--- src/core/fpe_pkg.sv ---
/*
 * constants, field layout, op codes and state types of the flash page erase / row program sequencer
 * assumes a single system clock and a plain register port with word offsets
 */
package fpe_pkg;

	// ==========================================
	// widths
	localparam int ADDR_W    = 4;
	localparam int DATA_W    = 16;
	localparam int TADDR_W   = 24;
	localparam int INSTR_W   = 24;
	localparam int CNT_W     = 16;
	localparam int BUF_DEPTH = 64;
	localparam int IDX_LSB   = 1;
	localparam int ROW_LSB   = 7;
	localparam int PAGE_LSB  = 10;

	// ==========================================
	// register offsets
	localparam logic [ADDR_W-1:0] OFS_CTRL = 4'h0;
	localparam logic [ADDR_W-1:0] OFS_KEY  = 4'h1;
	localparam logic [ADDR_W-1:0] OFS_STAT = 4'h2;
	localparam logic [ADDR_W-1:0] OFS_MASK = 4'h3;

	// ==========================================
	// control register fields and reset values
	localparam int BIT_GO     = 15;
	localparam int BIT_PERMIT = 14;
	localparam int BIT_FAULT  = 13;
	localparam int BIT_ERASE  = 6;
	localparam int OP_LSB     = 0;
	localparam int OP_W       = 4;
	localparam logic [OP_W-1:0] OP_RST   = 4'h0;
	localparam logic [1:0]      STAT_RST = 2'h0;
	localparam logic [1:0]      MASK_RST = 2'h0;
	localparam int ST_DONE  = 0;
	localparam int ST_FAULT = 1;

	// ==========================================
	// unlock keys and op codes
	localparam logic [7:0] KEY_FIRST  = 8'h55;
	localparam logic [7:0] KEY_SECOND = 8'hAA;
	localparam logic [OP_W-1:0] OP_BULK    = 4'hF;
	localparam logic [OP_W-1:0] OP_GEN_SEG = 4'hD;
	localparam logic [OP_W-1:0] OP_SEC_SEG = 4'hC;
	localparam logic [OP_W-1:0] OP_WORD    = 4'h3;
	localparam logic [OP_W-1:0] OP_PAGE    = 4'h2;
	localparam logic [OP_W-1:0] OP_ROW     = 4'h1;
	localparam logic [OP_W-1:0] OP_CFG     = 4'h0;

	// ==========================================
	// self-timed durations in clock cycles
	localparam int CYC_BULK = 8192;
	localparam int CYC_SEG  = 6144;
	localparam int CYC_PAGE = 4096;
	localparam int CYC_ROW  = 2048;
	localparam int CYC_WORD = 256;
	localparam int CYC_CFG  = 128;

	// ==========================================
	// state types
	typedef enum logic [1:0] {FPE_LOCKED, FPE_HALF, FPE_ARMED} fpe_key_type;

endpackage

--- src/core/fpe_op_if.sv ---
/*
 * interface between the sequencer control and its operation timer
 * assumes both ends sit on the same clock
 */
`timescale 1ns/1ps
`default_nettype none

interface fpe_op_if;
	import fpe_pkg::*;
	logic             start;
	logic [CNT_W-1:0] cycles;
	logic             done;
	logic             busy;
	modport ctl (output start, output cycles, input done, input busy);
	modport tmr (input start, input cycles, output done, output busy);
endinterface

`default_nettype wire

--- src/core/fpe_flash_seq.sv ---
/*
 * flash page erase / row program sequencer: control, unlock, holding buffer, status and interrupt
 * assumes bus strobes and table writes come from logic on clk; rst_n may be asynchronous
 */
// Local design decisions: the register offsets and the address-and-strobe port.
`timescale 1ns/1ps
`default_nettype none

// Function
// software erases the whole eight-row page, saving its 512 instructions first.
// page erase uses op 0010 with erase selector and permit bit set.
// software gives the page start address by a table write to it.
// only key 0x55 then 0xAA followed by go arms an operation.
// go bit starts the operation, stalls the CPU, clears itself at the end.
// software fills the 64-instruction holding buffer before a row program.
// row program uses op 0001, erase selector clear, permit bit set.
// row program writes the buffered row, stalls, then clears go.
// software repeats buffer load and row program until the page is rewritten.
// any operation needs the key sequence immediately before the go bit.
// software puts two no-operations after setting the go bit.
// page erase setup writes control value 0x4042.
// row program setup writes control value 0x4001.
// software holds low-priority interrupts off across keys and go.
// each instruction loads by low-word write then high-byte write with increment.
// fault flag sets on improper go attempt, stays clear on normal completion.
// with permit bit clear, no program or erase happens.
// only the listed erase and program codes run; others do nothing.
// durations are cycle counts; control and key writes ignored while go set.
module fpe_flash_seq #(
	parameter int BUF_DEPTH = fpe_pkg::BUF_DEPTH,
	parameter int CYC_BULK  = fpe_pkg::CYC_BULK,
	parameter int CYC_SEG   = fpe_pkg::CYC_SEG,
	parameter int CYC_PAGE  = fpe_pkg::CYC_PAGE,
	parameter int CYC_ROW   = fpe_pkg::CYC_ROW,
	parameter int CYC_WORD  = fpe_pkg::CYC_WORD,
	parameter int CYC_CFG   = fpe_pkg::CYC_CFG
) (
	// clock and reset
	input  wire logic                               clk,
	input  wire logic                               rst_n,
	// register port
	input  wire logic [fpe_pkg::ADDR_W-1:0]         reg_addr,
	input  wire logic [fpe_pkg::DATA_W-1:0]         reg_wdata,
	input  wire logic                               reg_wr,
	input  wire logic                               reg_rd,
	output logic      [fpe_pkg::DATA_W-1:0]         reg_rdata,
	// table writes
	input  wire logic                               tbl_lo_wr,
	input  wire logic                               tbl_hi_wr,
	input  wire logic [fpe_pkg::TADDR_W-1:0]        tbl_addr,
	input  wire logic [fpe_pkg::DATA_W-1:0]         tbl_data,
	// flash array side
	output logic                                    flash_start,
	output logic                                    flash_erase,
	output logic      [fpe_pkg::OP_W-1:0]           flash_op,
	output logic      [fpe_pkg::TADDR_W-1:0]        flash_addr,
	input  wire logic [$clog2(BUF_DEPTH)-1:0]       flash_buf_idx,
	output logic      [fpe_pkg::INSTR_W-1:0]        flash_buf_data,
	// cpu side
	output logic                                    cpu_stall,
	output logic                                    irq
);
	import fpe_pkg::*;

	localparam int IDX_W = $clog2(BUF_DEPTH);

	// row alignment of the target address is fixed, so the buffer must span exactly one row
	if (BUF_DEPTH < 2 || (1 << IDX_W) != BUF_DEPTH || IDX_LSB + IDX_W != ROW_LSB) begin : g_chk_buf
		$error("fpe_flash_seq: buffer depth must be a power of two matching one row");
	end
	if (CYC_BULK < 1 || CYC_SEG < 1 || CYC_PAGE < 1 || CYC_ROW < 1 || CYC_WORD < 1 || CYC_CFG < 1 ||
	    CYC_BULK >= (1 << CNT_W) || CYC_SEG >= (1 << CNT_W) || CYC_PAGE >= (1 << CNT_W) ||
	    CYC_ROW >= (1 << CNT_W) || CYC_WORD >= (1 << CNT_W) || CYC_CFG >= (1 << CNT_W)) begin : g_chk_cyc
		$error("fpe_flash_seq: duration out of counter range");
	end

	// ==========================================
	// reset release
	logic [1:0] rs_q;
	logic       rst_sync_n;

	always_ff @(posedge clk or negedge rst_n) begin
		if (!rst_n) begin
			rs_q <= 2'h0;
		end else begin
			rs_q <= {rs_q[0], 1'b1};
		end
	end
	assign rst_sync_n = rs_q[1];

	// ==========================================
	// op decode helpers
	function automatic logic op_valid(input logic er, input logic [OP_W-1:0] op);
		if (er) begin
			op_valid = (op == OP_BULK) || (op == OP_GEN_SEG) || (op == OP_SEC_SEG) ||
			           (op == OP_PAGE) || (op == OP_CFG);
		end else begin
			op_valid = (op == OP_WORD) || (op == OP_ROW) || (op == OP_CFG);
		end
	endfunction

	function automatic logic [CNT_W-1:0] op_cycles(input logic er, input logic [OP_W-1:0] op);
		op_cycles = CNT_W'(CYC_CFG);
		if (er) begin
			case (op)
				OP_BULK:    op_cycles = CNT_W'(CYC_BULK);
				OP_GEN_SEG: op_cycles = CNT_W'(CYC_SEG);
				OP_SEC_SEG: op_cycles = CNT_W'(CYC_SEG);
				OP_PAGE:    op_cycles = CNT_W'(CYC_PAGE);
				default:    op_cycles = CNT_W'(CYC_CFG);
			endcase
		end else begin
			case (op)
				OP_WORD: op_cycles = CNT_W'(CYC_WORD);
				OP_ROW:  op_cycles = CNT_W'(CYC_ROW);
				default: op_cycles = CNT_W'(CYC_CFG);
			endcase
		end
	endfunction

	// ==========================================
	// bus decode
	logic            wr_ctrl;
	logic            wr_key;
	logic            wr_stat;
	logic            wr_mask;
	logic            go_req;
	logic            new_permit;
	logic            new_erase;
	logic [OP_W-1:0] new_op;
	logic            armed;
	logic            start_ok;
	logic            fault_evt;
	logic            other_wr;

	logic            go_q;
	logic            go_d;
	logic            permit_q;
	logic            permit_d;
	logic            fault_q;
	logic            fault_d;
	logic            erase_q;
	logic            erase_d;
	logic [OP_W-1:0] op_q;
	logic [OP_W-1:0] op_d;

	assign wr_ctrl    = reg_wr && (reg_addr == OFS_CTRL);
	assign wr_key     = reg_wr && (reg_addr == OFS_KEY);
	assign wr_stat    = reg_wr && (reg_addr == OFS_STAT);
	assign wr_mask    = reg_wr && (reg_addr == OFS_MASK);
	assign go_req     = wr_ctrl && !go_q && reg_wdata[BIT_GO];
	assign new_permit = reg_wdata[BIT_PERMIT];
	assign new_erase  = reg_wdata[BIT_ERASE];
	assign new_op     = reg_wdata[OP_LSB +: OP_W];
	// key must directly precede go, so any other write drops the arming
	assign other_wr   = (reg_wr && !wr_key && !go_req) || tbl_lo_wr || tbl_hi_wr;
	assign start_ok   = go_req && armed && new_permit && op_valid(new_erase, new_op);
	assign fault_evt  = go_req && (!armed || !new_permit);

	fpe_unlock u_unlock (
		.clk      (clk),
		.rst_n    (rst_sync_n),
		.key_wr   (wr_key && !go_q),
		.key_data (reg_wdata[7:0]),
		.other_wr (other_wr),
		.consume  (go_req),
		.armed    (armed)
	);

	// ==========================================
	// operation timer
	fpe_op_if op_if ();

	assign op_if.start  = start_ok;
	assign op_if.cycles = op_cycles(new_erase, new_op);

	fpe_timer #(
		.CW (CNT_W)
	) u_timer (
		.clk   (clk),
		.rst_n (rst_sync_n),
		.op    (op_if.tmr)
	);

	// ==========================================
	// control register
	always_comb begin
		go_d     = go_q;
		permit_d = permit_q;
		fault_d  = fault_q;
		erase_d  = erase_q;
		op_d     = op_q;
		if (wr_ctrl && !go_q) begin
			permit_d = new_permit;
			erase_d  = new_erase;
			op_d     = new_op;
			fault_d  = reg_wdata[BIT_FAULT];
		end
		if (start_ok) begin
			go_d = 1'b1;
		end
		if (go_q && op_if.done) begin
			go_d = 1'b0;
		end
		if (fault_evt) begin
			fault_d = 1'b1;
		end
	end

	always_ff @(posedge clk or negedge rst_sync_n) begin
		if (!rst_sync_n) begin
			go_q     <= 1'b0;
			permit_q <= 1'b0;
			fault_q  <= 1'b0;
			erase_q  <= 1'b0;
			op_q     <= OP_RST;
		end else begin
			go_q     <= go_d;
			permit_q <= permit_d;
			fault_q  <= fault_d;
			erase_q  <= erase_d;
			op_q     <= op_d;
		end
	end

	assign cpu_stall = go_q;

	// ==========================================
	// holding buffer and target address
	logic [INSTR_W-1:0] buf_q [BUF_DEPTH];
	logic [INSTR_W-1:0] buf_d [BUF_DEPTH];
	logic [IDX_W-1:0]   tbl_idx;
	logic [TADDR_W-1:0] tgt_q;
	logic [TADDR_W-1:0] tgt_d;
	logic [INSTR_W-1:0] rdbuf_q;
	logic [INSTR_W-1:0] rdbuf_d;

	assign tbl_idx = tbl_addr[IDX_LSB +: IDX_W];

	// buffer is frozen while an operation runs, the array may still be reading it
	always_comb begin
		buf_d   = buf_q;
		tgt_d   = tgt_q;
		rdbuf_d = buf_q[flash_buf_idx];
		if (!go_q) begin
			if (tbl_lo_wr) begin
				buf_d[tbl_idx][15:0] = tbl_data;
				tgt_d                = tbl_addr;
			end
			if (tbl_hi_wr) begin
				buf_d[tbl_idx][23:16] = tbl_data[7:0];
				tgt_d                 = tbl_addr;
			end
		end
	end

	always_ff @(posedge clk or negedge rst_sync_n) begin
		if (!rst_sync_n) begin
			for (int i = 0; i < BUF_DEPTH; i++) begin
				buf_q[i] <= '0;
			end
			tgt_q   <= '0;
			rdbuf_q <= '0;
		end else begin
			buf_q   <= buf_d;
			tgt_q   <= tgt_d;
			rdbuf_q <= rdbuf_d;
		end
	end

	assign flash_buf_data = rdbuf_q;

	// ==========================================
	// flash command outputs
	logic               fstart_q;
	logic               ferase_q;
	logic [OP_W-1:0]    fop_q;
	logic [TADDR_W-1:0] faddr_q;
	logic [TADDR_W-1:0] faddr_d;

	always_comb begin
		faddr_d = faddr_q;
		if (start_ok) begin
			faddr_d = tgt_q;
			if (new_erase && new_op == OP_PAGE) begin
				faddr_d[PAGE_LSB-1:0] = '0;
			end else if (!new_erase && new_op == OP_ROW) begin
				faddr_d[ROW_LSB-1:0] = '0;
			end
		end
	end

	always_ff @(posedge clk or negedge rst_sync_n) begin
		if (!rst_sync_n) begin
			fstart_q <= 1'b0;
			ferase_q <= 1'b0;
			fop_q    <= OP_RST;
			faddr_q  <= '0;
		end else begin
			fstart_q <= start_ok;
			ferase_q <= start_ok ? new_erase : ferase_q;
			fop_q    <= start_ok ? new_op : fop_q;
			faddr_q  <= faddr_d;
		end
	end

	assign flash_start = fstart_q;
	assign flash_erase = ferase_q;
	assign flash_op    = fop_q;
	assign flash_addr  = faddr_q;

	// ==========================================
	// status, mask, interrupt and read data
	logic [1:0]        stat_q;
	logic [1:0]        stat_d;
	logic [1:0]        mask_q;
	logic [1:0]        mask_d;
	logic [DATA_W-1:0] rdata_q;
	logic [DATA_W-1:0] rdata_d;
	logic [1:0]        stat_set;

	assign stat_set = {fault_evt, go_q && op_if.done};

	always_comb begin
		stat_d  = stat_q;
		mask_d  = mask_q;
		rdata_d = '0;
		if (wr_stat) begin
			stat_d = stat_q & ~reg_wdata[1:0];
		end
		stat_d = stat_d | stat_set;
		if (wr_mask) begin
			mask_d = reg_wdata[1:0];
		end
		if (reg_rd) begin
			case (reg_addr)
				OFS_CTRL: rdata_d = {go_q, permit_q, fault_q, 6'h00, erase_q, 2'h0, op_q};
				OFS_STAT: rdata_d = {14'h0000, stat_q};
				OFS_MASK: rdata_d = {14'h0000, mask_q};
				default:  rdata_d = '0;
			endcase
		end
	end

	always_ff @(posedge clk or negedge rst_sync_n) begin
		if (!rst_sync_n) begin
			stat_q  <= STAT_RST;
			mask_q  <= MASK_RST;
			rdata_q <= '0;
		end else begin
			stat_q  <= stat_d;
			mask_q  <= mask_d;
			rdata_q <= rdata_d;
		end
	end

	assign reg_rdata = rdata_q;
	assign irq       = |(stat_q & mask_q);
endmodule

`default_nettype wire

--- src/core/fpe_timer.sv ---
/*
 * self-timed operation counter: counts a loaded number of cycles, then pulses done
 * assumes cycles is at least one when start is given
 */
`timescale 1ns/1ps
`default_nettype none

module fpe_timer #(
	parameter int CW = fpe_pkg::CNT_W
) (
	// clock and reset
	input  wire logic clk,
	input  wire logic rst_n,
	// operation handshake
	fpe_op_if.tmr     op
);
	import fpe_pkg::*;

	// the load slice below cannot serve a counter wider than the cycles field
	if (CW < 2 || CW > CNT_W) begin : g_chk
		$error("fpe_timer: counter width out of range");
	end

	logic [CW-1:0] cnt_q;
	logic [CW-1:0] cnt_d;
	logic          busy_q;
	logic          busy_d;
	logic          done_q;
	logic          done_d;

	// ==========================================
	// counter
	always_comb begin
		cnt_d  = cnt_q;
		busy_d = busy_q;
		done_d = 1'b0;
		if (!busy_q && op.start) begin
			busy_d = 1'b1;
			cnt_d  = op.cycles[CW-1:0];
		end else if (busy_q) begin
			if (cnt_q <= 1) begin
				busy_d = 1'b0;
				done_d = 1'b1;
				cnt_d  = '0;
			end else begin
				cnt_d = cnt_q - 1'b1;
			end
		end
	end

	always_ff @(posedge clk or negedge rst_n) begin
		if (!rst_n) begin
			cnt_q  <= '0;
			busy_q <= 1'b0;
			done_q <= 1'b0;
		end else begin
			cnt_q  <= cnt_d;
			busy_q <= busy_d;
			done_q <= done_d;
		end
	end

	assign op.busy = busy_q;
	assign op.done = done_q;
endmodule

`default_nettype wire

--- src/core/fpe_unlock.sv ---
/*
 * unlock key tracker: first key then second key arms one operation
 * assumes the caller reports every other register or table write as other_wr
 */
`timescale 1ns/1ps
`default_nettype none

module fpe_unlock (
	// clock and reset
	input  wire logic       clk,
	input  wire logic       rst_n,
	// key events
	input  wire logic       key_wr,
	input  wire logic [7:0] key_data,
	input  wire logic       other_wr,
	input  wire logic       consume,
	// state
	output logic            armed
);
	import fpe_pkg::*;

	fpe_key_type st_q;
	fpe_key_type st_d;

	// ==========================================
	// sequence tracking
	always_comb begin
		st_d = st_q;
		if (consume || other_wr) begin
			st_d = FPE_LOCKED;
		end else if (key_wr) begin
			case (st_q)
				FPE_HALF: begin
					st_d = (key_data == KEY_SECOND) ? FPE_ARMED :
					       (key_data == KEY_FIRST) ? FPE_HALF : FPE_LOCKED;
				end
				default: begin
					st_d = (key_data == KEY_FIRST) ? FPE_HALF : FPE_LOCKED;
				end
			endcase
		end
	end

	always_ff @(posedge clk or negedge rst_n) begin
		if (!rst_n) begin
			st_q <= FPE_LOCKED;
		end else begin
			st_q <= st_d;
		end
	end

	assign armed = (st_q == FPE_ARMED);
endmodule

`default_nettype wire

--- config.mk ---
export PLATFORM = sky130hd
export DESIGN_NAME = fpe_flash_seq
export DESIGN_NICKNAME = d
export VERILOG_FILES = /design/src/core/fpe_pkg.sv /design/src/core/fpe_op_if.sv /design/src/core/fpe_flash_seq.sv /design/src/core/fpe_timer.sv /design/src/core/fpe_unlock.sv
export SDC_FILE = /design/constraint.sdc
export NUM_CORES = 2
export LEC_CHECK = 0
export BUFFER_PORTS_ARGS = -buffer_cell sky130_fd_sc_hd__clkbuf_2
export CAP_MARGIN = 30
export CORE_AREA = 8 8 318 551
export CTS_BUF_LIST = sky130_fd_sc_hd__clkbuf_4 sky130_fd_sc_hd__clkbuf_8 sky130_fd_sc_hd__clkbuf_16
export DETAILED_ROUTE_END_ITERATION = 8
export DIE_AREA = 0 0 326 559
export SETUP_SLACK_MARGIN = 0.05
export SYNTH_ARGS = -nofsm -noshare
export SYNTH_HDL_FRONTEND = slang
export SYNTH_SLANG_ARGS = --single-unit
--- constraint.sdc ---
create_clock -name clk -period 66.2 [get_ports clk]
set_clock_uncertainty 0.2 [all_clocks]
set_input_delay 6.62 -clock clk [delete_from_list [all_inputs] [get_ports clk]]
set_output_delay 6.62 -clock clk [all_outputs]
set_load 0.1 [all_outputs]
* Word level (Yosys, flattened, before mapping)
Index checks and enable logic that the tools add are counted.
Cells by class: add/subtract/negate cells 1, magnitude comparators 4, equal/unequal tests 13, muxes and demuxes 42, bitwise gates (word level) 7, reductions and logical operators 45
Operators with widths (number):
- 1536-bit two-way mux | 3
- 1536-bit bitwise mux | 2
- 24-bit demux with 6-bit select | 2
- 24-bit binary-select mux with 6-bit select | 1
- 24-bit two-way mux | 5
- 16-bit two-way mux | 6
- 16-bit case mux with 3 select lines | 1
- 14-bit case mux with 3 select lines | 1
- 12-bit case mux with 2 select lines | 1
- 1-bit logical AND | 18
- 4-bit by 2-bit == test with 1-bit output, second input constant | 4
- 16-bit by 1-bit <= comparator with 1-bit output, second input constant | 1
- 16-bit by 1-bit subtractor with 16-bit output, second input constant | 1
- 7-bit >= comparator, second input constant | 2
- 7-bit two-way mux | 2
- 6-bit NOT with 7-bit output | 2
- 4-bit == test, second input constant | 3
- 1-bit two-way mux | 12
- 1-bit logical OR | 10
- 2-bit two-way mux | 5
- 2-bit nonzero test | 5
- 4-bit by 1-bit == test with 1-bit output, second input constant | 2
- 8-bit by 7-bit == test with 1-bit output, second input constant | 1
- 8-bit == test, second input constant | 1
- other kinds (12) | 21
Word-level totals: bits in registers 1664, input bits 72, output and inout port bits 72, word-level logic and storage cells 195

* Longest topological paths before layout
depth in word-level cells 10, depth in mapped cells 9, gate-level depth less buffers 7

* Modules after synthesis
Synthesis repeated with hierarchy kept, for this count alone.
Unflattened totals: cell total of the unflattened synthesis 4853, area total of the unflattened synthesis 74800.5 um2
Modules (own cells, without submodules):
- fpe_flash_seq | instances 1, cells each 4721, area each 73543.0 um2, sequential area each 40939.3 um2
- fpe_timer | instances 1, cells each 118, area each 1102.3 um2, sequential area each 450.4 um2
- fpe_unlock | instances 1, cells each 14, area each 155.1 um2, sequential area each 50.0 um2

* Least setup slack after synthesis
Ideal clock, no wire load.
kind input-to-reg, start point input port flash_buf_idx[1], end point register rdbuf_q[2] (netlist: flash_buf_data[2]), setup time 0.129 ns, arrival 8.168 ns, data required time 65.871 ns, slack 57.703 ns, cell stages on the path 8, path buffers 3, cells stage by stage buf_4 > buf_2 > buf_4 > mux4_2 > a22oi_1 > nand3_1 > a21oi_1 > o2bb2ai_1
On the way: cells in the longest elaborated chain, start to end 4
Ends and longest elaborated chain:
- start: declaration | line fpe_flash_seq.sv:57 | input wire logic [$clog2(BUF_DEPTH)-1:0] flash_buf_idx,
- 6-bit NOT with 7-bit output (not written as such) | line fpe_flash_seq.sv:244 | rdbuf_d = buf_q[flash_buf_idx];
- 24-bit binary-select mux with 6-bit select | line fpe_flash_seq.sv:244
- 24-bit two-way mux (not written as such) (2 in a row) | line fpe_flash_seq.sv:244
- named net rdbuf_d[2] | line fpe_flash_seq.sv:236 | logic [INSTR_W-1:0] rdbuf_d;
- end signal: assignment | line fpe_flash_seq.sv:267 | rdbuf_q <= rdbuf_d;
- end: declaration | line fpe_flash_seq.sv:235 | logic [INSTR_W-1:0] rdbuf_q;
The timed path passes the listed nets, and every way through them passes these cells. The select of a mux whose other input is x is not followed. A chain may end at the register's enable or synchronous reset.

* Final worst setup path
start point input port flash_buf_idx[1], end point register rdbuf_q[1] (netlist: flash_buf_data[1])
The elaborated chain is that of the path after synthesis.

==> impl_metrics.toml <==
[run_status]
status = "finished, final reports clean"

[detailed_routing]
route.detailed.drc = 0
wirelength_um = 208000
avgViaCountPerCell = 5.90
drtAntennaViolNets = 0
wl_per_cell_um = 29.0
m1WireLength_um = 80300
wl_met3_um = 7370
top_layer = "met4"
via_count = 42200
drtIter0Drc = 2667
drt_pass1_iterations = 6
wl_met2_um = 106000

[critical_path]
critPathArrivalTime_ps = 11030
setup.worst_path.start = "flash_buf_idx[1]"
reg2reg_from = "rs_q[1]$_DFF_PN0_"
r2r_cells = 6
critPathKind = "in -> reg"
cp_data_required_time_ps = 66740
reg2reg_to = "reg_rdata[13]$_DFF_PN0_"
r2r_setup_slack_ps = 61160
cp-start-kind = "input pin"
endpoint_kind = "register"
cp_max_fo = 63

[power_and_ir_drop]
power.density_nw_per_um2 = 24.9
p_leak_nw = 40.3
ir_drop_uv = 19.4

[yosys]
yosys-mux-area-fraction_pct = 36.4
synth_top_family_by_area = "multiplexers"
syn_area_per_cell_um2 = 15.5
synthTopCellsByArea = "dfrtp_1 (55%), mux2_2 (24%), mux4_2 (11%), mux2i_1 (1.3%), clkbuf_1 (1.0%)"
synth_fa_ha_area_share_pct = 0.0334
ys_ff_latch = 1656
async_reset_ff_share_pct = 100
synth.distinct_cells = 74
synth_edf_count = 0
ys_warn_count = 0
synth_compound_area_share_pct = 2.26
synth-simple-area-share_pct = 3.16
synth_top_area_share_pct = 55.4
yosysTopAreaCell = "dfrtp_1"
netlist_area_um2 = 74800
ys.flop_type = "dfrtp_1"
syn-instance-count = 4818
synth_xor_area_share_pct = 0
ys_seq_area_share_pct = 55.4

[timing]
setup_violations = 0
totalNegativeSetupSlack_ps = 0
tightest_slew_ps = 1120
slew_viol_final = 0
period_share_pct = 15.8
clock.fmax_mhz = 95.3
hold_violations = 0
rsz0062_at_grt = "false"
max_slew_margin_pct = 25.6
min_period_ps = 10490

[cts]
clk_pin_slew_ps = 60
cts_sinks = 1656
cts_buffer_depth = 4
cts_setup_buffers = 0
cts_resized = 0
htree_levels = 4
cts_tree = "done"
cts_buffers = 164
cts_hold_buf = 0
clk_latency_ps = 790
cts-root-buf = "clkbuf_16"

[cells_and_area]
mostFrequentLayoutCell = "dfrtp_1"
fin_cells = 7150
fin_nets = 4905
area_growth_pct = 10.6
final_cell_mix = "dfrtp_1 (1655), mux2_2 (1571), mux4_2 (378)"
drive_above_1_share_pct = 53.2
finalCoreUtilization_pct = 49.4

[floorplanning]
rows = 199
die_y_um = 559
core_area_um2 = 168000
io_pins = 144
start_util_pct = 44.7
dieWidth_um = 326
die-area_um2 = 182000

[place]
io_buffers = 130
globalplace.congestion = 0.839
hpwlAfterDp_um = 134000
dp_cells = 6872

[grt]
grt_pass1_wl_um = 311000
grt_max_degree = 173
grt_pass1_vias = 45600
grt_overflow = 0
track_usage_pct = 22.6
antenna_found_initial = 5

[flow_run]
maxCapViolations = 0

[worst_hold_path]
hold_class = "reg -> async"
per-stage QoR:
stage                     hold slack, ps  worst slack (ps)  cell area, um2  total power, mW
final                                147             55710           82800             2.06
after global routing                 159             55440           82800             2.13
after CTS                            151             55600           82700             2.09
after detailed placement             136             54770           77400             1.16
after global placement               131             54530           77200             1.16
after floorplan                      131             16420           74900             1.12
worst max path at each step:
stage                                              end  slack [ps]  cells past startpoint
final                      flash_buf_data[1]$_DFF_PN0_       55710                      9
after floorplan                   buf_q[0]$_DFFE_PN0P_       16420                      0
after detailed placement   flash_buf_data[7]$_DFF_PN0_       54770                      9
after global placement    flash_buf_data[14]$_DFF_PN0_       54530                      9
after global routing       flash_buf_data[7]$_DFF_PN0_       55440                      9
after CTS                  flash_buf_data[7]$_DFF_PN0_       55600                      9
critical path: stages:
cell	delay, ps
buf_8	570
buf_4	610
buf_4	610
buf_4	570
or3_1	190
buf_4	290
o22ai_1	310
a211oi_1	860
a31o_2	250
Yosys cell counts, types with 43 or more instances:
| master | number |
|---|---|
| buf_2 | 113 |
| buf_4 | 70 |
| clkbuf_1 | 209 |
| dfrtp_1 | 1656 |
| mux2_2 | 1571 |
| mux2i_1 | 99 |
| mux4_2 | 378 |
| nand2_1 | 149 |
| nand2_2 | 43 |
| nor2_1 | 45 |
| nor2_2 | 58 |
| o22ai_1 | 78 |
sequential cells by signal, summed over array words and instances, names as in the netlist, 2 cells and up:
| register | cells |
|---|---|
| flash_op | 4 |
| stat_q | 2 |
| u_unlock.st_q | 2 |
| reg_rdata | 8 |
| op_q | 4 |
| buf_q | 1536 |
| u_timer.cnt_q | 16 |
| tgt_q | 24 |
| flash_addr | 24 |
| flash_buf_data | 24 |
| rs_q | 2 |
| mask_q | 2 |
layout make-up:
class | instances | area [um2]
clock buffers | 231 | 4840
diodes | 4 | 10.0
multi-input cells | 2748 | 31400
well taps | 2211 | 2770
clock inverters | 39 | 383
flip-flops and latches | 1656 | 41400
fillers | 14300 | 84800
inverters | 9 | 33.8
repair buffers | 252 | 1860
logic make-up after synthesis:
| group | Yosys count |
|---|---|
| AOI/OAI and AO/OA | 236 |
| other | 2 |
| buffers and inverters | 421 |
| adders and majority gates | 2 |
| muxes | 2054 |
| and+or+nand+nor | 447 |
| DFF | 1656 |
metal layers:
layer  up-vias  GRT usage (%)
li1      17900              -
met3       450           2.70
met2       979           39.2
met5         -              0
met4         0           12.5
met1     22900           27.4
power by group:
part | total, mW | switching [mW] | internal [mW]
sequential | 1.02 | 0.00366 | 1.02
combinational | 0.120 | 0.0936 | 0.0259
clock | 0.924 | 0.392 | 0.531
(Power assumes the default switching activity.)
